### src/rtl/eeprom_i2c_pkg.sv
// Purpose: shared constants and types for the serial eeprom master
// Assumes: 40 MHz system clock, byte-wide special function register port
// Notes:   serial clock quarter period derived from the clock and bus rates

package eeprom_i2c_pkg;

  // register addresses on the special function register port
  localparam logic [7:0] SERIAL_BYTE_ADDR = 8'h9e;
  localparam logic [7:0] SERIAL_CMD_ADDR  = 8'h9f;

  // status bit positions in serial_command_status
  localparam int STAT_ERROR_BIT = 7;
  localparam int STAT_BUSY_BIT  = 6;
  localparam int STAT_RXACK_BIT = 5;
  localparam int STAT_TXACK_BIT = 4;
  localparam int CMD_MSB        = 3;

  // command codes
  localparam logic [3:0] CMD_NOOP     = 4'h0;
  localparam logic [3:0] CMD_TRANSMIT = 4'h3;
  localparam logic [3:0] CMD_STOP     = 4'h5;
  localparam logic [3:0] CMD_RECEIVE  = 4'h6;
  localparam logic [3:0] CMD_START    = 4'h9;

  // reset values
  localparam logic       ACK_N_RESET  = 1'b1;
  localparam logic [7:0] BYTE_RESET   = 8'h00;
  localparam logic [7:0] RDATA_RESET  = 8'h00;
  localparam logic [3:0] STAT_LOW_PAD = 4'h0;

  // timing: serial clock is four quarter phases per bit
  localparam int CLK_FREQ_HZ    = 40_000_000;
  localparam int SCL_FREQ_HZ    = 78_000;
  localparam int QUARTERS       = 4;
  localparam int QUARTER_CYCLES = CLK_FREQ_HZ / (SCL_FREQ_HZ * QUARTERS);

  // byte framing: eight data bits then one acknowledge slot
  localparam logic [3:0] ACK_SLOT = 4'h8;

  // quarter phase codes
  localparam logic [1:0] Q_CLK_LOW  = 2'h0;
  localparam logic [1:0] Q_DATA_A   = 2'h1;
  localparam logic [1:0] Q_CLK_HIGH = 2'h2;
  localparam logic [1:0] Q_DATA_B   = 2'h3;

  typedef enum logic [1:0] {
    ST_IDLE,
    ST_START,
    ST_STOP,
    ST_XFER
  } seq_state_e;

  typedef struct packed {
    logic error;
    logic busy;
    logic rx_ack_n;
    logic tx_ack_n;
  } status_s;

  typedef struct packed {
    logic out;
    logic oe;
  } pin_drive_s;

endpackage : eeprom_i2c_pkg

### src/rtl/scl_tick_gen.sv
// Purpose: one-cycle enable pulse every DIV clocks while running
// Assumes: single clock domain, synchronous restart
// Notes:   counter held at zero while stopped so the first quarter is full

`timescale 1ns/10ps

module scl_tick_gen #(
  parameter int DIV = 128
) (
  input  wire logic i_clk,
  input  wire logic i_sys_rst,
  input  wire logic i_run,
  input  wire logic i_restart,
  output logic      o_tick
);

  localparam int CW = (DIV > 1) ? $clog2(DIV) : 1;
  localparam logic [CW-1:0] LAST = CW'(DIV - 1);

  logic [CW-1:0] count_ff;
  logic          tick_ff;
  wire           wrap = (count_ff == LAST);

  // divider, restarted on each accepted bus command
  always_ff @(posedge i_clk or posedge i_sys_rst) begin
    if (i_sys_rst) begin
      count_ff <= '0;
      tick_ff  <= 1'b0;
    end else if (!i_run || i_restart) begin
      count_ff <= '0;
      tick_ff  <= 1'b0;
    end else begin
      count_ff <= wrap ? '0 : count_ff + 1'b1;
      tick_ff  <= wrap;
    end
  end

  assign o_tick = tick_ff;

endmodule : scl_tick_gen

### src/rtl/eeprom_i2c_master.sv
// Purpose: byte-oriented serial eeprom master behind two sfr registers
// Assumes: processor waits for busy to fall before the next command
// Notes:   pins are open drain; gpio logic owns them unless selected
//
// How it works
// RL1 - processor loads data byte first, then writes transmit command to start.
// RL2 - transmit command shifts data byte out, then samples eeprom acknowledge.
// RL3 - status bit 6 is busy: one during a bus operation, reset zero.
// RL4 - interrupt output pulses when busy falls from one to zero.
// RL5 - status bit 5 resets one, reads zero when eeprom acknowledged last byte.
// RL6 - status bit 4 resets one, reads zero once block drove acknowledge.
// RL7 - receive command shifts a byte in and presents it in data register.
// RL8 - serial clock near 78 kHz during transfers, held high when stopped.
// RL9 - no-op command stops serial clock; otherwise clock keeps toggling.
// RL10 - command 5 generates a stop condition on the bus.
// RL11 - command 9 generates a start condition on the bus.
// RL12 - undefined command does nothing on the bus and sets error bit 7.
// RL13 - command field is bits 3 to 0, write-only, resets to zero.
// RL14 - sole master: no clock stretching, no arbitration.
// RL15 - serial pins reach shared gpio pins only while pin select is set.
// RL16 - firmware should not bit-bang the eeprom through the shared pins.
// RL17 - bytes go most significant bit first; data changes only with clock low.
// RL18 - processor must not write a new command while busy.

`timescale 1ns/10ps

module eeprom_i2c_master
  import eeprom_i2c_pkg::*;
#(
  parameter int QUARTER_DIV = eeprom_i2c_pkg::QUARTER_CYCLES
) (
  input  wire logic                      i_clk,
  input  wire logic                      i_sys_rst,
  input  wire logic [7:0]                i_sfr_addr,
  input  wire logic                      i_sfr_wr,
  input  wire logic [7:0]                i_sfr_wdata,
  output logic      [7:0]                o_sfr_rdata,
  input  wire logic                      i_eeprom_pin_select,
  input  wire eeprom_i2c_pkg::pin_drive_s i_gpio_clock,
  input  wire eeprom_i2c_pkg::pin_drive_s i_gpio_data,
  output logic                           o_gpio_clock_in,
  output logic                           o_gpio_data_in,
  input  wire logic                      i_shared_pin_clock_in,
  output logic                           o_shared_pin_clock_out,
  output logic                           o_shared_pin_clock_oe,
  input  wire logic                      i_shared_pin_data_in,
  output logic                           o_shared_pin_data_out,
  output logic                           o_shared_pin_data_oe,
  output logic                           o_eeprom_done_irq
);

  // ------------------------------------------------------------------
  // state
  // ------------------------------------------------------------------
  seq_state_e  state_ff;
  seq_state_e  nxt_state;
  status_s     status_ff;
  logic [7:0]  serial_byte_ff;
  logic [7:0]  shift_ff;
  logic [3:0]  bit_idx_ff;
  logic [1:0]  quarter_ff;
  logic        receive_ff;
  logic        clk_run_ff;
  logic        scl_ff;
  logic        sda_ff;
  logic        irq_ff;
  logic [7:0]  rdata_ff;
  logic [1:0]  sda_sync_ff;
  logic [1:0]  scl_sync_ff;
  pin_drive_s  clk_pin_ff;
  pin_drive_s  data_pin_ff;
  logic        tick;

  // ------------------------------------------------------------------
  // pin input synchronisers: first stage feeds only the second
  // ------------------------------------------------------------------
  always_ff @(posedge i_clk or posedge i_sys_rst) begin
    if (i_sys_rst) begin
      sda_sync_ff <= 2'b11;
      scl_sync_ff <= 2'b11;
    end else begin
      sda_sync_ff <= {sda_sync_ff[0], i_shared_pin_data_in};
      scl_sync_ff <= {scl_sync_ff[0], i_shared_pin_clock_in};
    end
  end

  wire sda_in = sda_sync_ff[1];

  // ------------------------------------------------------------------
  // command decode
  // ------------------------------------------------------------------
  wire        idle       = (state_ff == ST_IDLE);
  wire        cmd_wr     = i_sfr_wr && (i_sfr_addr == SERIAL_CMD_ADDR);
  wire        byte_wr    = i_sfr_wr && (i_sfr_addr == SERIAL_BYTE_ADDR);
  wire [3:0]  cmd_code   = i_sfr_wdata[CMD_MSB:0];
  // commands written while busy are dropped; nothing else can abort a byte
  wire        cmd_take   = cmd_wr && idle;
  wire        is_noop    = (cmd_code == CMD_NOOP);
  wire        is_tx      = (cmd_code == CMD_TRANSMIT);
  wire        is_rx      = (cmd_code == CMD_RECEIVE);
  wire        is_stop    = (cmd_code == CMD_STOP);
  wire        is_start   = (cmd_code == CMD_START);
  wire        is_bus_op  = is_tx || is_rx || is_stop || is_start;
  wire        is_legal   = is_noop || is_bus_op;
  wire        launch     = cmd_take && is_bus_op;

  // ------------------------------------------------------------------
  // quarter-phase timing and step boundaries
  // ------------------------------------------------------------------
  wire        phase_last = tick && (quarter_ff == Q_DATA_B);
  wire        byte_step  = (state_ff == ST_XFER);
  wire        last_bit   = (bit_idx_ff == ACK_SLOT);
  wire        seq_done   = phase_last && (!byte_step || last_bit);

  // divider runs while a sequence is active or the idle clock is enabled
  scl_tick_gen #(
    .DIV       (QUARTER_DIV)
  ) u_tick (
    .i_clk     (i_clk),
    .i_sys_rst (i_sys_rst),
    .i_run     (!idle || clk_run_ff),
    .i_restart (launch),
    .o_tick    (tick)
  );

  // ------------------------------------------------------------------
  // line levels for the current step
  // ------------------------------------------------------------------
  // start: data rises in the low phase, falls while clock high
  // stop:  data falls in the low phase, rises while clock high
  // bits:  data set in the low phase and held through the high phase
  wire        tx_bit     = last_bit ? 1'b1 : shift_ff[7];
  wire        rx_bit     = last_bit ? 1'b0 : 1'b1;
  wire        bit_level  = receive_ff ? rx_bit : tx_bit;
  wire        level_a    = (state_ff == ST_START) ? 1'b1 :
                           (state_ff == ST_STOP)  ? 1'b0 : bit_level;
  wire        level_b    = (state_ff == ST_START) ? 1'b0 :
                           (state_ff == ST_STOP)  ? 1'b1 : bit_level;

  // next sequence state
  always_comb begin
    nxt_state = state_ff;
    unique case (state_ff)
      ST_IDLE: begin
        if (launch) begin
          // RL10 stop issue
          // RL11 start issue
          nxt_state = is_start ? ST_START :
                      is_stop  ? ST_STOP  : ST_XFER;
        end
      end
      ST_START, ST_STOP, ST_XFER: begin
        if (seq_done) begin
          nxt_state = ST_IDLE;
        end
      end
    endcase
  end

  // sequence registers
  always_ff @(posedge i_clk or posedge i_sys_rst) begin
    if (i_sys_rst) begin
      state_ff <= ST_IDLE;
    end else begin
      state_ff <= nxt_state;
    end
  end

  // quarter counter and bit index
  always_ff @(posedge i_clk or posedge i_sys_rst) begin
    if (i_sys_rst) begin
      quarter_ff <= Q_CLK_LOW;
      bit_idx_ff <= 4'h0;
      receive_ff <= 1'b0;
    end else if (launch) begin
      quarter_ff <= Q_CLK_LOW;
      bit_idx_ff <= 4'h0;
      receive_ff <= is_rx;
    end else if (tick) begin
      quarter_ff <= quarter_ff + 2'h1;
      if (phase_last && byte_step && !last_bit) begin
        bit_idx_ff <= bit_idx_ff + 4'h1;
      end
    end
  end

  // ------------------------------------------------------------------
  // serial clock and data drive
  // ------------------------------------------------------------------
  // RL14 no stretching: the clock line is never read back
  // RL8 clock held high when stopped
  // RL9 idle toggle until no-op
  // RL17 byte data moves only with clock low; start and stop move it while clock high
  always_ff @(posedge i_clk or posedge i_sys_rst) begin
    if (i_sys_rst) begin
      scl_ff <= 1'b1;
      sda_ff <= 1'b1;
    end else if (!idle && tick) begin
      unique case (quarter_ff)
        Q_CLK_LOW:  scl_ff <= 1'b0;
        Q_DATA_A:   sda_ff <= level_a;
        Q_CLK_HIGH: scl_ff <= 1'b1;
        Q_DATA_B:   sda_ff <= level_b;
      endcase
    end else if (idle && clk_run_ff && tick && quarter_ff[0]) begin
      scl_ff <= ~scl_ff;
    end else if (idle && !clk_run_ff) begin
      scl_ff <= 1'b1;
    end
  end

  // idle clock enable: any bus command starts it, no-op stops it
  always_ff @(posedge i_clk or posedge i_sys_rst) begin
    if (i_sys_rst) begin
      clk_run_ff <= 1'b0;
    end else if (cmd_take && is_noop) begin
      clk_run_ff <= 1'b0;
    end else if (launch) begin
      clk_run_ff <= 1'b1;
    end
  end

  // ------------------------------------------------------------------
  // shift register and data byte
  // ------------------------------------------------------------------
  // one register serves both directions; msb leaves first, lsb enters last
  always_ff @(posedge i_clk or posedge i_sys_rst) begin
    if (i_sys_rst) begin
      shift_ff <= BYTE_RESET;
    end else if (launch) begin
      // RL2 load byte to send
      shift_ff <= serial_byte_ff;
    end else if (phase_last && byte_step && !last_bit) begin
      // RL17 msb first
      shift_ff <= {shift_ff[6:0], sda_in};
    end
  end

  // data register: processor writes when idle, receive result on completion
  always_ff @(posedge i_clk or posedge i_sys_rst) begin
    if (i_sys_rst) begin
      serial_byte_ff <= BYTE_RESET;
    end else if (seq_done && byte_step && receive_ff) begin
      // RL7 present received byte
      serial_byte_ff <= shift_ff;
    end else if (byte_wr && idle) begin
      // RL1 byte staged before command
      serial_byte_ff <= i_sfr_wdata;
    end
  end

  // ------------------------------------------------------------------
  // status bits
  // ------------------------------------------------------------------
  always_ff @(posedge i_clk or posedge i_sys_rst) begin
    if (i_sys_rst) begin
      status_ff.error    <= 1'b0;
      status_ff.busy     <= 1'b0;
      status_ff.rx_ack_n <= ACK_N_RESET;
      status_ff.tx_ack_n <= ACK_N_RESET;
    end else begin
      // RL12 illegal command flag
      if (cmd_take) begin
        status_ff.error <= !is_legal;
      end
      // RL3 busy while sequence runs
      if (launch) begin
        status_ff.busy <= 1'b1;
      end else if (seq_done) begin
        status_ff.busy <= 1'b0;
      end
      // RL5 eeprom acknowledge sampled
      if (launch && is_tx) begin
        status_ff.rx_ack_n <= ACK_N_RESET;
      end else if (seq_done && byte_step && !receive_ff) begin
        status_ff.rx_ack_n <= sda_in;
      end
      // RL6 own acknowledge driven
      if (launch && is_rx) begin
        status_ff.tx_ack_n <= ACK_N_RESET;
      end else if (seq_done && byte_step && receive_ff) begin
        status_ff.tx_ack_n <= 1'b0;
      end
    end
  end

  // RL4 done pulse on busy fall
  always_ff @(posedge i_clk or posedge i_sys_rst) begin
    if (i_sys_rst) begin
      irq_ff <= 1'b0;
    end else begin
      irq_ff <= status_ff.busy && seq_done;
    end
  end

  // ------------------------------------------------------------------
  // register read path
  // ------------------------------------------------------------------
  // RL13 command field reads back as zero
  wire [7:0] status_word = {status_ff, STAT_LOW_PAD};
  wire [7:0] rdata_sel   = (i_sfr_addr == SERIAL_CMD_ADDR)  ? status_word :
                           (i_sfr_addr == SERIAL_BYTE_ADDR) ? serial_byte_ff :
                           RDATA_RESET;

  always_ff @(posedge i_clk or posedge i_sys_rst) begin
    if (i_sys_rst) begin
      rdata_ff <= RDATA_RESET;
    end else begin
      rdata_ff <= rdata_sel;
    end
  end

  // ------------------------------------------------------------------
  // shared pin routing
  // ------------------------------------------------------------------
  // open drain: a high level is released, a low level is driven
  // RL15 routed only when selected
  // RL16 gpio path kept intact for direct control
  wire pin_sel = i_eeprom_pin_select;
  pin_drive_s clk_pin_sel;
  pin_drive_s data_pin_sel;
  assign clk_pin_sel  = pin_sel ? '{out: 1'b0, oe: ~scl_ff} : i_gpio_clock;
  assign data_pin_sel = pin_sel ? '{out: 1'b0, oe: ~sda_ff} : i_gpio_data;

  always_ff @(posedge i_clk or posedge i_sys_rst) begin
    if (i_sys_rst) begin
      clk_pin_ff  <= '{out: 1'b0, oe: 1'b0};
      data_pin_ff <= '{out: 1'b0, oe: 1'b0};
    end else begin
      clk_pin_ff  <= clk_pin_sel;
      data_pin_ff <= data_pin_sel;
    end
  end

  // ------------------------------------------------------------------
  // outputs
  // ------------------------------------------------------------------
  assign o_sfr_rdata            = rdata_ff;
  assign o_eeprom_done_irq      = irq_ff;
  assign o_shared_pin_clock_out = clk_pin_ff.out;
  assign o_shared_pin_clock_oe  = clk_pin_ff.oe;
  assign o_shared_pin_data_out  = data_pin_ff.out;
  assign o_shared_pin_data_oe   = data_pin_ff.oe;
  assign o_gpio_clock_in        = scl_sync_ff[1];
  assign o_gpio_data_in         = sda_sync_ff[1];

endmodule : eeprom_i2c_master

### config.mk
export PLATFORM = sky130hd
export DESIGN_NAME = eeprom_i2c_master
export DESIGN_NICKNAME = d
export VERILOG_FILES = /design/src/rtl/eeprom_i2c_pkg.sv /design/src/rtl/scl_tick_gen.sv /design/src/rtl/eeprom_i2c_master.sv
export SDC_FILE = /design/constraint.sdc
export NUM_CORES = 1
export LEC_CHECK = 0
export CAP_MARGIN = 20
export CORE_MARGIN = 1
export CORE_UTILIZATION = 35
export CTS_CLUSTER_SIZE = 16
export DETAILED_ROUTE_END_ITERATION = 10
export DONT_BUFFER_PORTS = 1
export HOLD_SLACK_MARGIN = 0.15
export PLACE_DENSITY = 0.51
export SLEW_MARGIN = 30
export SYNTH_ARGS = -nofsm -noshare
export SYNTH_HDL_FRONTEND = slang
export SYNTH_SLANG_ARGS = --single-unit
### constraint.sdc
create_clock -name i_clk -period 4.3 [get_ports i_clk]
set_clock_uncertainty 0.05 [all_clocks]
set_input_delay 0.43 -clock i_clk [delete_from_list [all_inputs] [get_ports i_clk]]
set_output_delay 0.43 -clock i_clk [all_outputs]
set_load 0.03 [all_outputs]
==> flow_summary.rst, run 1 <==
.. list-table::
   :header-rows: 1

   * - Metric
     - Value
   * - Outcome
     - complete, no violations
   * - Post-synthesis cell area
     - 2686 sq um
   * - Total power draw
     - 1092 uW
   * - Via Count
     - 1,800
   * - Antenna violations before repair
     - 0
   * - Average instance area after synthesis
     - 11.19 sq um
   * - Post-synthesis net count
     - 273
   * - Lkg Pwr
     - 0.001318 uW
   * - Delay contributed by the slowest stage of the critical path
     - 0.53 ns
   * - Worst path top cell family by delay
     - simple AND/OR/NAND/NOR gates
   * - Total grt overflow
     - 0
   * - Die area
     - 8030 sq um
   * - Buffers added on ports
     - 0
   * - Flip-flop and latch count after synthesis
     - 57
   * - Number of top-level pins
     - 41
   * - # diodes
     - 0
   * - Critical path endpoint category
     - register
   * - Std-Cell Core Area
     - 7331 sq um
   * - WL/cell
     - 15.68 microns
   * - Top post-synthesis cells by area
     - dfrtp_1 46%, dfstp_2 7.8%, mux2i_1 7.5%
   * - Post-route setup slack
     - 2.293 ns
   * - Starting density of the core
     - 0.3664
   * - Clock network latency to the later pin of the worst-skew pair
     - 0.34 ns
   * - Type of origin of the critical path
     - register
   * - Number of synthesized flops with an enable pin
     - 0
   * - Fraction of synthesis flops using an asynchronous set or reset pin
     - 1.000
   * - Most frequent cells in the layout
     - 49 x dfrtp_1, 21 x nor2_1, 20 x mux2i_1, 18 x a21oi_1, 13 x nor3_1
   * - Antenna Nets Post-Route
     - 0
   * - 1st-pass router iterations
     - 4
   * - Critical path startpoint
     - state_ff[1]$_DFFE_PP0P_
   * - Capturing instance or port of the critical path
     - receive_ff$_DFFE_PP0P_
   * - Startpoint of the lowest-slack register-to-register path
     - state_ff[1]$_DFFE_PP0P_
   * - Fin crit period
     - 2.007 ns
   * - Power density over cell area
     - 361.5 nW/um^2
   * - Most common cell after layout, fill and taps aside
     - dfrtp_1
   * - CP max-delay cell
     - dfrtp_1
   * - RSZ-0062 raised after global routing
     - false
   * - Largest voltage drop on the vdd net
     - 0.0001227 V
   * - CTS H-tree lvls
     - 3
   * - Number of distinct library cells after synthesis
     - 44
   * - Data required, critical path
     - 4.49 ns
   * - Total negative slack
     - 0 ns
   * - Clock buffer count from CTS
     - 9
   * - Cell-by-cell trace of the critical path
     - nor3b_2 > nand3_2 > or2_4 > a21o_1
   * - Post-route DRC violation count
     - 0
   * - Clock root buffer
     - clkbuf_8
   * - Number of max-slew violations in the final report
     - 0
   * - Global-route usage over all layers
     - 0.1554
   * - Fraction of synthesized cell area taken by the top area cell type
     - 0.4565
   * - Final hold vios
     - 0
   * - Signed area change from the synthesized netlist to the final layout
     - 12.48%
   * - Vert. Die Dim
     - 89.61 microns
   * - PostCTS Resize Cnt
     - 0
   * - Critical path arrival
     - 2.20 ns
   * - Global-route met1 utilization
     - 0.2027
   * - Number of cells on the critical path
     - 4
   * - Proportion of layout cells with a drive suffix above 1
     - 0.1417
   * - Drt initial violations
     - 54
   * - Syn Inst Count
     - 240
   * - Internal reg-to-reg setup slack
     - 2.29 ns
   * - Maximum number of pins on one net before global-route repair
     - 58
   * - Die Width
     - 89.61 microns
   * - Via-to-Cell Ratio
     - 5.099
   * - Number of buffer and inverter stages on the critical path
     - 0
   * - Number of setup violations in the final report
     - 0
   * - End of the worst register-to-register path
     - receive_ff$_DFFE_PP0P_
   * - Biggest area consumer among synthesized cells
     - dfrtp_1
   * - Upper clock frequency limit
     - 0.4983 GHz
   * - Slew headroom
     - 0.4653
   * - Worst-path fanout max
     - 15
   * - Non-filler cells, final
     - 353
   * - Number of buffers between clock root and the deepest sink
     - 2
   * - TritonCTS clock tree
     - done
   * - Max-cap violations
     - 0
   * - Total Routed Length
     - 5534 microns
   * - Worst slack after detailed placement
     - 2.279 ns
   * - Sequential cell area fraction in the yosys report
     - 0.5347
   * - Main flop type after synthesis
     - dfrtp_1
   * - Placed cells
     - 331
   * - Global-route wire length before repair
     - 9059 microns
   * - Detailed placer's ending HPWL
     - 3724 microns
   * - Number of standard-cell rows in the floorplan
     - 31
   * - Via count of the first global-routing pass
     - 1,834
   * - Sinks on the clock net
     - 57
   * - Synth warnings
     - 0
   * - Reg2Reg Depth
     - 4
   * - Post-layout nets
     - 282
   * - Most crowded layer after global routing
     - met2
   * - Minimum hold slack
     - 0.1916 ns
   * - Global-route track usage on met3
     - 0.04205
   * - Gp weighted congestion
     - 0.7165
   * - Kind of critical path
     - register to register
   * - Clock-pin transition on the worst setup and hold timing paths
     - 0.07 ns
   * - Path type of the worst min-delay path
     - input port to register
   * - Fraction of the cycle the final worst path needs
     - 0.4667
   * - Transition at the pin with the smallest max-transition slack
     - 0.8006 ns
   * - Global-route met2 utilization
     - 0.2362
## synth_stat cells (3+ instances only)
master and n:
and3_1 7, nand3_1 4, and2_1 3, dfstp_2 8, dfrtp_1 49, mux2i_1 20
a21oi_1 18, nor3_1 13, nor2_1 21, o21ai_0 4, nand2_1 10, and4bb_2 3
nand3_2 3, a21o_1 3, ha_1 7, buf_2 5, nor2b_1 6, inv_1 10
xor2_1 7, a22o_1 4, xnor2_1 4
## flip-flops by register name (all words and copies together), names as in the netlist, 2 cells and up
register	flops
bit_idx_ff	4
o_sfr_rdata	8
quarter_ff	2
scl_sync_ff	2
sda_sync_ff	2
serial_byte_ff	8
shift_ff	8
state_ff	2
status_ff	4
u_tick.count_ff	7
## how the worst min path moves through the flow
stage | from | to | cells after the start
floorplan | scl_sync_ff[0]$_DFF_PP1_ | scl_sync_ff[1]$_DFF_PP1_ | 0
global placement | scl_sync_ff[0]$_DFF_PP1_ | scl_sync_ff[1]$_DFF_PP1_ | 0
detailed placement | sda_sync_ff[0]$_DFF_PP1_ | sda_sync_ff[1]$_DFF_PP1_ | 0
CTS | i_gpio_data[1] | o_shared_pin_data_out$_DFF_PP0_ | 1
global route | i_gpio_clock[1] | o_shared_pin_clock_out$_DFF_PP0_ | 1
finish | i_gpio_clock[1] | o_shared_pin_clock_out$_DFF_PP0_ | 1
## power breakdown
group,switching [uW],internal (uW),total [uW],leakage [uW]
Combinational,19.7,10.9,30.6,0.000606
Clock,213,298,511,0.000103
Sequential,8.40,542,551,0.000608
## kinds of logic (layout without fill, tap and decap cells)
logic type / Yosys count / count (layout) / share of synthesized area
buffers and inverters: 19 / 33 / 0.03447
AOI/OAI and AO/OA: 42 / 42 / 0.1039
xor gates and xnor gates: 11 / 11 / 0.03586
adders and majority gates: 7 / 7 / 0.03260
muxes: 20 / 20 / 0.07452
DFF: 57 / 57 / 0.5347
and+or+nand+nor: 84 / 84 / 0.1840
## per-layer routing
layer / vias to the layer above / part of all wire
li1: 865 / -
met1: 891 / 0.48
met2: 32 / 0.46
met3: 12 / 0.035
met4: 0 / 0.022
met5: - / 0
## layout make-up
type                            instances  area (sq um)
Multi-Input combinational cell        164          1157
Fill cell                             714          4309
Inverter                               10         37.54
Tap cell                               99         123.9
Sequential cell                        57          1436
Clock inverter                          3         40.04
Timing Repair Buffer                    7         67.56
Clock buffer                           13         158.9
## stage by stage
| stage | instance area (sq um) | utilization |
|---|---|---|
| after global placement | 2763 | 0.3769 |
| after global routing | 3022 | 0.4122 |
| after detailed placement | 2763 | 0.3769 |
| final | 3022 | 0.4122 |
| after floorplan | 2686 | - |
| after CTS | 3022 | 0.4122 |
## repair_timing
action | 4_1_cts | 5_1_grt
hold endpoints to repair | 8 | 0
buffers inserted | 0 | 0
hold buffers | 6 | 0
setup endpoints to repair | 0 | 0
(Power assumes the default switching activity.)
==> inputs of run 2 (changes only) <==
Settings changed: PLACE_DENSITY 0.51 to 0.53.
Clock period 4.3 ns to 1.6 ns, I/O delays scaled along.
==> run 2 against run 1 <==
Clock-buffer cell count down 2. Worst hold slack better by 0.029 ns. Cell count grew 8.5%. Non-clock buffer count grew 30. Register-to-register slack got worse by 2.2 ns. Combinational power rose to 4.2 times the previous value. Core utilization is 5.0 points higher. First-iteration DRC count grew 44%. Clock power increased to 3.2 times the previous value. Critical path depth up 3. Sequential share of layout area is 5.1 points lower. Final area increased by 12%.
==> flow_summary.rst, run 2 (synthesis results as in run 1) <==
.. list-table::
   :header-rows: 1

   * - Metric
     - Value
   * - Largest voltage drop on the vdd net
     - 0.0003834 V (+210%)
   * - P_sw
     - 663.0 uW (+170%)
   * - Total Routed Length
     - 5786 microns (+4.6%)
   * - Fraction of the cycle the final worst path needs
     - 0.9653 (+0.4986)
   * - Number of top-level pins
     - 41 (unchanged)
   * - Max-cap violations
     - 0 (unchanged)
   * - Data required, critical path
     - 1.78 ns (-2.71 ns)
   * - Vert. Die Dim
     - 89.61 microns (unchanged)
   * - Path type of the worst min-delay path
     - input port to register
   * - Flop pwr share
     - 0.460 (-0.044)
   * - Final hold vios
     - 0 (unchanged)
   * - Minimum hold slack
     - 0.2201 ns (+0.02853 ns)
   * - Critical path arrival
     - 1.72 ns (-0.48 ns)
   * - Upper clock frequency limit
     - 0.6475 GHz (+30%)
   * - Global-route usage over all layers
     - 0.1667 (+0.01132)
   * - Number of standard-cell rows in the floorplan
     - 31 (unchanged)
   * - Die Width
     - 89.61 microns (unchanged)
   * - Slew headroom
     - 0.7769 (+0.3116)
   * - Proportion of layout cells with a drive suffix above 1
     - 0.2007 (+0.05897)
   * - # diodes
     - 0 (unchanged)
   * - Worst slack after detailed placement
     - -0.003140 ns (-2.282 ns)
   * - Via-to-Cell Ratio
     - 5.044 (-1.1%)
   * - Cell-by-cell trace of the critical path
     - inv_2 > ha_4 > and3b_2 > nor2_4 > buf_12 > mux2i_1 > a21oi_1
   * - Die area
     - 8030 sq um (unchanged)
   * - Total power draw
     - 3217 uW (+190%)
   * - Total negative slack
     - 0 ns (unchanged)
   * - Worst path top cell family by delay
     - flip-flops
   * - Antenna violations before repair
     - 0 (unchanged)
   * - Clock root buffer
     - clkbuf_8
   * - Area of all sequential standard cells
     - 1436 sq um (unchanged)
   * - Critical path endpoint category
     - register
   * - CP max-delay cell
     - dfrtp_1
   * - Sw Ratio
     - 0.2061 (-0.01485)
   * - TritonCTS clock tree
     - done
   * - Type of origin of the critical path
     - register
   * - Sinks on the clock net
     - 57 (unchanged)
   * - 1st-pass router iterations
     - 5 (+1)
   * - Lkg Pwr
     - 0.001464 uW (+11%)
   * - Most common cell after layout, fill and taps aside
     - dfrtp_1
   * - Clock-pin transition on the worst setup and hold timing paths
     - 0.07 ns (about the same)
   * - Transition at the pin with the smallest max-transition slack
     - 0.3347 ns (-0.4659 ns)
   * - Number of buffers between clock root and the deepest sink
     - 2 (unchanged)
   * - WL/cell
     - 15.11 microns (-3.6%)
   * - Clock group share of total power
     - 0.500 (+0.032)
   * - Most frequent cells in the layout
     - 49 x dfrtp_1, 21 x nor2_1, 20 x mux2i_1, 19 x dlygate4sd3_1, 18 x a21oi_1
   * - Multi-input gate area in the final layout
     - 1189 sq um (+2.7%)
   * - Number of max-slew violations in the final report
     - 0 (unchanged)
   * - Via Count
     - 1,932 (+7.3%)
   * - Clock network latency to the later pin of the worst-skew pair
     - 0.34 ns (about the same)
   * - Starting density of the core
     - 0.3664 (unchanged)
   * - Global-route wire length before repair
     - 9729 microns (+7.4%)
   * - Post-layout nets
     - 312 (+11%)
   * - Antenna Nets Post-Route
     - 0 (unchanged)
   * - Count of filler cells inserted in the layout
     - 685 (-4.1%)
   * - Total grt overflow
     - 0 (unchanged)
   * - Via count of the first global-routing pass
     - 1,996 (+8.8%)
   * - Kind of critical path
     - register to register
   * - Number of buffer and inverter stages on the critical path
     - 2 (+2)
   * - Fin crit period
     - 1.544 ns (-0.4622 ns)
   * - Power density over cell area
     - 950.3 nW/um^2 (+160%)
   * - Worst-path fanout max
     - 10 (-5)
   * - Post-route DRC violation count
     - 0 (unchanged)
   * - Comb pwr share
     - 0.039 (+0.011)
   * - Signed area change from the synthesized netlist to the final layout
     - 26.04%
   * - Util after Layout
     - 0.4619 (+0.04967)
   * - Drt initial violations
     - 78 (+44%)
   * - Clock buffer count from CTS
     - 9 (unchanged)
   * - Maximum number of pins on one net before global-route repair
     - 58 (unchanged)
   * - Delay contributed by the slowest stage of the critical path
     - 0.38 ns (-0.15 ns)
   * - Buffers added on ports
     - 0 (unchanged)
   * - Detailed placer's ending HPWL
     - 3804 microns (+2.2%)
   * - Number of setup violations in the final report
     - 0 (unchanged)
   * - CTS H-tree lvls
     - 3 (unchanged)
   * - Outcome
     - complete, no violations
   * - Post-route setup slack
     - 0.05557 ns (-2.238 ns)
   * - RSZ-0062 raised after global routing
     - true
   * - Total internal power
     - 2554 uW (+200%)
   * - Std-Cell Core Area
     - 7331 sq um (unchanged)
   * - Gp weighted congestion
     - 0.7701 (+7.5%)
## run 2: cell count changes in the layout (fill, tap and decap cells not counted), moves of 2 or more
| cell | previous run | this run |
|---|---|---|
| clkbuf_8 | 11 | 9 |
| bufinv_16 | 1 | 3 |
| buf_12 | 0 | 3 |
| clkinv_2 | 2 | 0 |
| buf_4 | 1 | 15 |
| ha_1 | 7 | 5 |
| clkinvlp_4 | 0 | 2 |
| dlygate4sd3_1 | 6 | 19 |
## run 2: metrics by stage
| step | area, sq um | std cells |
|---|---|---|
| CTS | 3336 | 380 |
| finish | 3386 | 383 |
| floorplan | 2699 | 240 |
| global placement | 2908 | 345 |
| global route | 3386 | 383 |
| detailed placement | 2908 | 345 |
## run 2: worst paths after layout
check	endpoint	slack (ns)	cells past startpoint	from
setup reg to reg	shift_ff[6]$_DFFE_PP0P_	0.06	7	bit_idx_ff[1]$_DFFE_PP0P_
min in group asynchronous	o_shared_pin_data_out$_DFF_PP0_	0.27	3	i_sys_rst
max in group asynchronous	status_ff[0]$_DFFE_PP1P_	0.89	3	i_sys_rst
setup / recovery	shift_ff[6]$_DFFE_PP0P_	0.06	7	bit_idx_ff[1]$_DFFE_PP0P_
hold / removal	state_ff[1]$_DFFE_PP0P_	0.22	2	i_sfr_wdata[1]
hold reg to reg	sda_sync_ff[1]$_DFF_PP1_	0.31	0	sda_sync_ff[0]$_DFF_PP1_
## run 2: repair_timing
action / 4_1_cts / 5_1_grt
setup buffers: 0 / 3
gates resized for setup: 1 / 5
hold endpoints to repair: 75 / 0
hold buffers: 19 / 0
pin swaps: 0 / 3
endpoints found under the setup margin: 1 / 32
## run 2: final cells by class
type	instances	area share
Clock buffer	11	0.03880
Sequential cell	57	0.4242
Timing Repair Buffer	37	0.1072
Tap cell	99	0.03659
Inverter	10	0.01109
Clock inverter	5	0.03104
Multi-Input combinational cell	164	0.3511
## run 2: layer usage
layer	routed length (microns)	global-route usage	up-vias
met2	2814	0.2665	39
met4	93	0.06926	0
met3	242	0.05850	10
met5	0	0	-
li1	-	-	924
met1	2635	0.2056	959
## run 2: power groups by stage
stage / registers, uW / logic (uW) / clock network (uW)
2_1_floorplan: 1500 / 58.7 / 0
3_3_place_gp: 1510 / 81.3 / 0
3_5_place_dp: 1510 / 83.2 / 0
4_1_cts: 1480 / 126 / 1660
5_1_grt: 1480 / 142 / 1730
6_report: 1480 / 127 / 1610
==> inputs of run 3 (changes only) <==
Settings changed: SYNTH_HIERARCHICAL set to 1.
==> run 3 against run 2 <==
The run now ends with setup timing left. Register-to-register slack worse by 0.67 ns. Sequential power is 3% higher. Global-route usage is 1.1 points lower. Maximum frequency is 30% lower. Sequential cell count stayed put. Final area is 2.1% higher. Via count is 1.3% lower. Power is 10% lower. Critical path type unchanged. Largest cell class unchanged.
==> flow_summary.rst, run 3 <==
.. list-table::
   :header-rows: 1

   * - Metric
     - Value
   * - Delay contributed by the slowest stage of the critical path
     - 0.52 ns (+0.14 ns)
   * - Upper clock frequency limit
     - 0.4524 GHz (-30%)
   * - Gp weighted congestion
     - 0.7792 (+1.2%)
   * - End of the worst register-to-register path
     - shift_ff[2]$_DFFE_PP0P_
   * - Number of top-level pins
     - 41 (unchanged)
   * - # diodes
     - 0 (unchanged)
   * - Critical path arrival
     - 2.37 ns (+0.65 ns)
   * - Number of instances on the worst hold path
     - 4 (+2)
   * - Synth cell count leaders
     - 49 x dfrtp_1, 26 x nor2_1, 16 x inv_1
   * - Global-route met2 utilization
     - 0.2538 (-0.01268)
   * - Lkg Pwr
     - 0.001546 uW (+5.5%)
   * - Post-synthesis cell area
     - 2701 sq um (+0.56%)
   * - Critical path endpoint category
     - register
   * - Sinks on the clock net
     - 57 (unchanged)
   * - Starting density of the core
     - 0.3666 (about the same)
   * - Most frequent cells in the layout
     - 49 x dfrtp_1, 24 x nor2_1, 24 x buf_4, 17 x dlygate4sd3_1, 15 x inv_1
   * - Worst Hold Path EP
     - status_ff[1]$_DFFE_PP1P_
   * - Path type of the worst min-delay path
     - input port to register
   * - Via Count
     - 1,906 (-1.3%)
   * - Total grt overflow
     - 0 (unchanged)
   * - Number of max-slew violations in the final report
     - 0 (unchanged)
   * - Flip-flop and latch count after synthesis
     - 57 (unchanged)
   * - Violated checks
     - setup timing
   * - Global-route track usage on met3
     - 0.05076 (-0.007739)
   * - Cell-by-cell trace of the critical path
     - or3b_4 > or4_4 > nor4_4 > buf_4 > mux2_4
   * - Std-Cell Core Area
     - 7370 sq um (+0.53%)
   * - Number of buffer and inverter stages on the critical path
     - 1 (-1)
   * - Hold path startpoint
     - i_sfr_addr[0]
   * - Signed area change from the synthesized netlist to the final layout
     - 28.02%
   * - Outcome
     - complete, but fails checks
   * - Synth warnings
     - 6 (+6)
   * - Proportion of layout cells with a drive suffix above 1
     - 0.2925 (+0.09181)
   * - CP max-delay cell
     - or4_4
   * - Average instance area after synthesis
     - 11.03 sq um (-1.5%)
   * - Top post-synthesis cells by area
     - dfrtp_1 45%, dfstp_2 7.8%, mux2_2 4.2%
   * - Post-route setup slack
     - -0.6102 ns (-0.6658 ns)
   * - CTS H-tree lvls
     - 3 (unchanged)
   * - Global-route usage over all layers
     - 0.1559 (-0.01075)
   * - Transition at the pin with the smallest max-transition slack
     - 0.4816 ns (+0.1470 ns)
   * - Die Width
     - 89.85 microns (+0.27%)
   * - Max-cap violations
     - 0 (unchanged)
   * - Reg2Reg Depth
     - 5 (-2)
   * - Fraction of synthesis flops using an asynchronous set or reset pin
     - 1.000 (unchanged)
   * - Slew headroom
     - 0.6784 (-0.09844)
   * - Sequential cell area fraction in the yosys report
     - 0.5317 (-0.002972)
   * - Via-to-Cell Ratio
     - 4.850 (-3.9%)
   * - Most common cell after layout, fill and taps aside
     - dfrtp_1
   * - Type of origin of the critical path
     - register
   * - Detailed placer's ending HPWL
     - 3833 microns (+0.75%)
   * - Clock-pin transition on the worst setup and hold timing paths
     - 0.06 ns (about the same)
   * - Clock network latency to the later pin of the worst-skew pair
     - 0.33 ns (about the same)
   * - Internal reg-to-reg setup slack
     - -0.61 ns (-0.67 ns)
   * - Non-filler cells, final
     - 393 (+2.6%)
   * - Antenna violations before repair
     - 0 (unchanged)
   * - Number of distinct library cells after synthesis
     - 45 (+2.3%)
   * - Most common cell in the netlist
     - dfrtp_1
   * - Kind of critical path
     - register to register
   * - Largest voltage drop on the vdd net
     - 0.0003687 V (-3.8%)
   * - Worst-path fanout max
     - 4 (-6)
   * - Power density over cell area
     - 837.7 nW/um^2 (-12%)
   * - Syn Inst Count
     - 245 (+2.1%)
   * - Biggest area consumer among synthesized cells
     - dfrtp_1
   * - TritonCTS clock tree
     - done
   * - Via count of the first global-routing pass
     - 2,030 (+1.7%)
   * - Post-layout nets
     - 323 (+3.5%)
   * - Antenna Nets Post-Route
     - 0 (unchanged)
   * - Most crowded layer after global routing
     - met2
   * - Post-route DRC violation count
     - 0 (unchanged)
   * - Maximum number of pins on one net before global-route repair
     - 30 (-48%)
   * - Final Instance Area
     - 3458 sq um (+2.1%)
   * - Placed standard-cell area
     - 3062 sq um (+5.3%)
   * - Clock root buffer
     - clkbuf_8
   * - Fin crit period
     - 2.210 ns (+0.6658 ns)
   * - Post-synthesis net count
     - 278 (+1.8%)
   * - Number of standard-cell rows in the floorplan
     - 31 (unchanged)
   * - WL/cell
     - 14.35 microns (-5.0%)
   * - Final hold vios
     - 0 (unchanged)
   * - Global-route wire length before repair
     - 9735 microns (about the same)
   * - Number of buffers between clock root and the deepest sink
     - 2 (unchanged)
   * - Data required, critical path
     - 1.76 ns (-0.02 ns)
   * - Fraction of synthesized cell area taken by the top area cell type
     - 0.4539 (-0.002537)
   * - RSZ-0062 raised after global routing
     - true
   * - Drt initial violations
     - 88 (+13%)
   * - Buffers added on ports
     - 0 (unchanged)
   * - Number of setup violations in the final report
     - 38 (+38)
   * - Placed cells
     - 360 (+4.3%)
   * - Main flop type after synthesis
     - dfrtp_1
   * - Total Routed Length
     - 5640 microns (-2.5%)
   * - Worst path top cell family by delay
     - simple AND/OR/NAND/NOR gates
   * - Fraction of the cycle the final worst path needs
     - 1.381 (+0.4161)
   * - Global-route met1 utilization
     - 0.1890 (-0.01665)
   * - Die area
     - 8073 sq um (+0.54%)
   * - Vert. Die Dim
     - 89.85 microns (+0.27%)
   * - Clock buffer count from CTS
     - 9 (unchanged)
   * - Number of synthesized flops with an enable pin
     - 0 (unchanged)
   * - 1st-pass router iterations
     - 4 (-1)
   * - Startpoint of the lowest-slack register-to-register path
     - state_ff[0]$_DFFE_PP0P_
## run 3: changes by cell type after synthesis, moves of 5 or more
cell | previous run | this run
mux2i_1 | 20 | 11
clkbuf_1 | 2 | 8
inv_1 | 10 | 16
nor3_1 | 13 | 4
nor2_1 | 21 | 26
mux2_2 | 0 | 10
mux2_1 | 0 | 7
nand3_1 | 4 | 10
and3_1 | 7 | 0
## run 3: per-layer routing
| layer | part of all wire | routed length, microns |
|---|---|---|
| met5 | 0 | 0 |
| met4 | 0.016 | 91 |
| met3 | 0.046 | 258 |
| met2 | 0.47 | 2639 |
| met1 | 0.47 | 2651 |
## run 3: what timing repair did
item / CTS / global route
hold endpoints to repair: 73 / 0
resized for setup: 8 / 7
pin swaps: 4 / 5
hold buffers: 17 / 0
endpoints found under the setup margin: 38 / 40
setup buffers: 0 / 1
## run 3: report_power, final
part           total [uW]  switching, uW  internal [uW]  leakage, uW
clock network        1120            537            584    0.0000887
registers            1530           45.0           1490     0.000685
logic                 242            116            126     0.000772
## run 3: tightest hold or removal path: stages
cell and delay [ns]:
inv_1 0.05, or4_4 0.15, buf_4 0.15, o31ai_2 0.06
## run 3: cell type report
class,count,area [sq um]
Clock inverter,4,20.02
Fill cell,687,3911
Tap cell,99,123.9
Sequential cell,57,1436
Multi-Input combinational cell,159,1232
Inverter,16,60.06
Clock buffer,11,141.4
Timing Repair Buffer,47,444.2
## run 3: metrics by stage
stage                     TNS (ns)  worst slack (ns)  power [uW]    util  hold WS (ns)
after global placement      -16.86           -0.6788        1743  0.4155      -0.01756
after global routing        -19.76           -0.7164        3047  0.4693        0.2248
after CTS                   -16.26           -0.6351        2947  0.4657        0.1763
final                       -15.44           -0.6102        2897  0.4693        0.1972
after floorplan             -21.11           -0.7324        1693       -      -0.07434
after detailed placement    -17.08           -0.6796        1748  0.4155      -0.01269
## run 3: cells by family (layout without fill, tap and decap cells)
| group | after synthesis | count (layout) | share of synthesized area |
|---|---|---|---|
| buffers and inverters | 29 | 78 | 0.04724 |
| and+or+nand+nor | 75 | 75 | 0.1519 |
| adders and majority gates | 7 | 7 | 0.03242 |
| AOI/OAI and AO/OA | 40 | 40 | 0.09588 |
| DFF | 57 | 57 | 0.5317 |
| xor gates and xnor gates | 9 | 9 | 0.02918 |
| muxes | 28 | 28 | 0.1116 |
## run 3: worst max path at each step
stage	from	to	slack, ns	cells past startpoint
2_1_floorplan	state_ff[0]$_DFFE_PP0P_	u_tick/count_ff[0]$_DFF_PP0_	-0.73	9
3_3_place_gp	state_ff[0]$_DFFE_PP0P_	shift_ff[5]$_DFFE_PP0P_	-0.68	5
3_5_place_dp	state_ff[0]$_DFFE_PP0P_	shift_ff[7]$_DFFE_PP0P_	-0.68	5
4_1_cts	state_ff[0]$_DFFE_PP0P_	shift_ff[2]$_DFFE_PP0P_	-0.64	5
5_1_grt	state_ff[0]$_DFFE_PP0P_	shift_ff[2]$_DFFE_PP0P_	-0.72	5
6_report	state_ff[0]$_DFFE_PP0P_	shift_ff[2]$_DFFE_PP0P_	-0.61	5
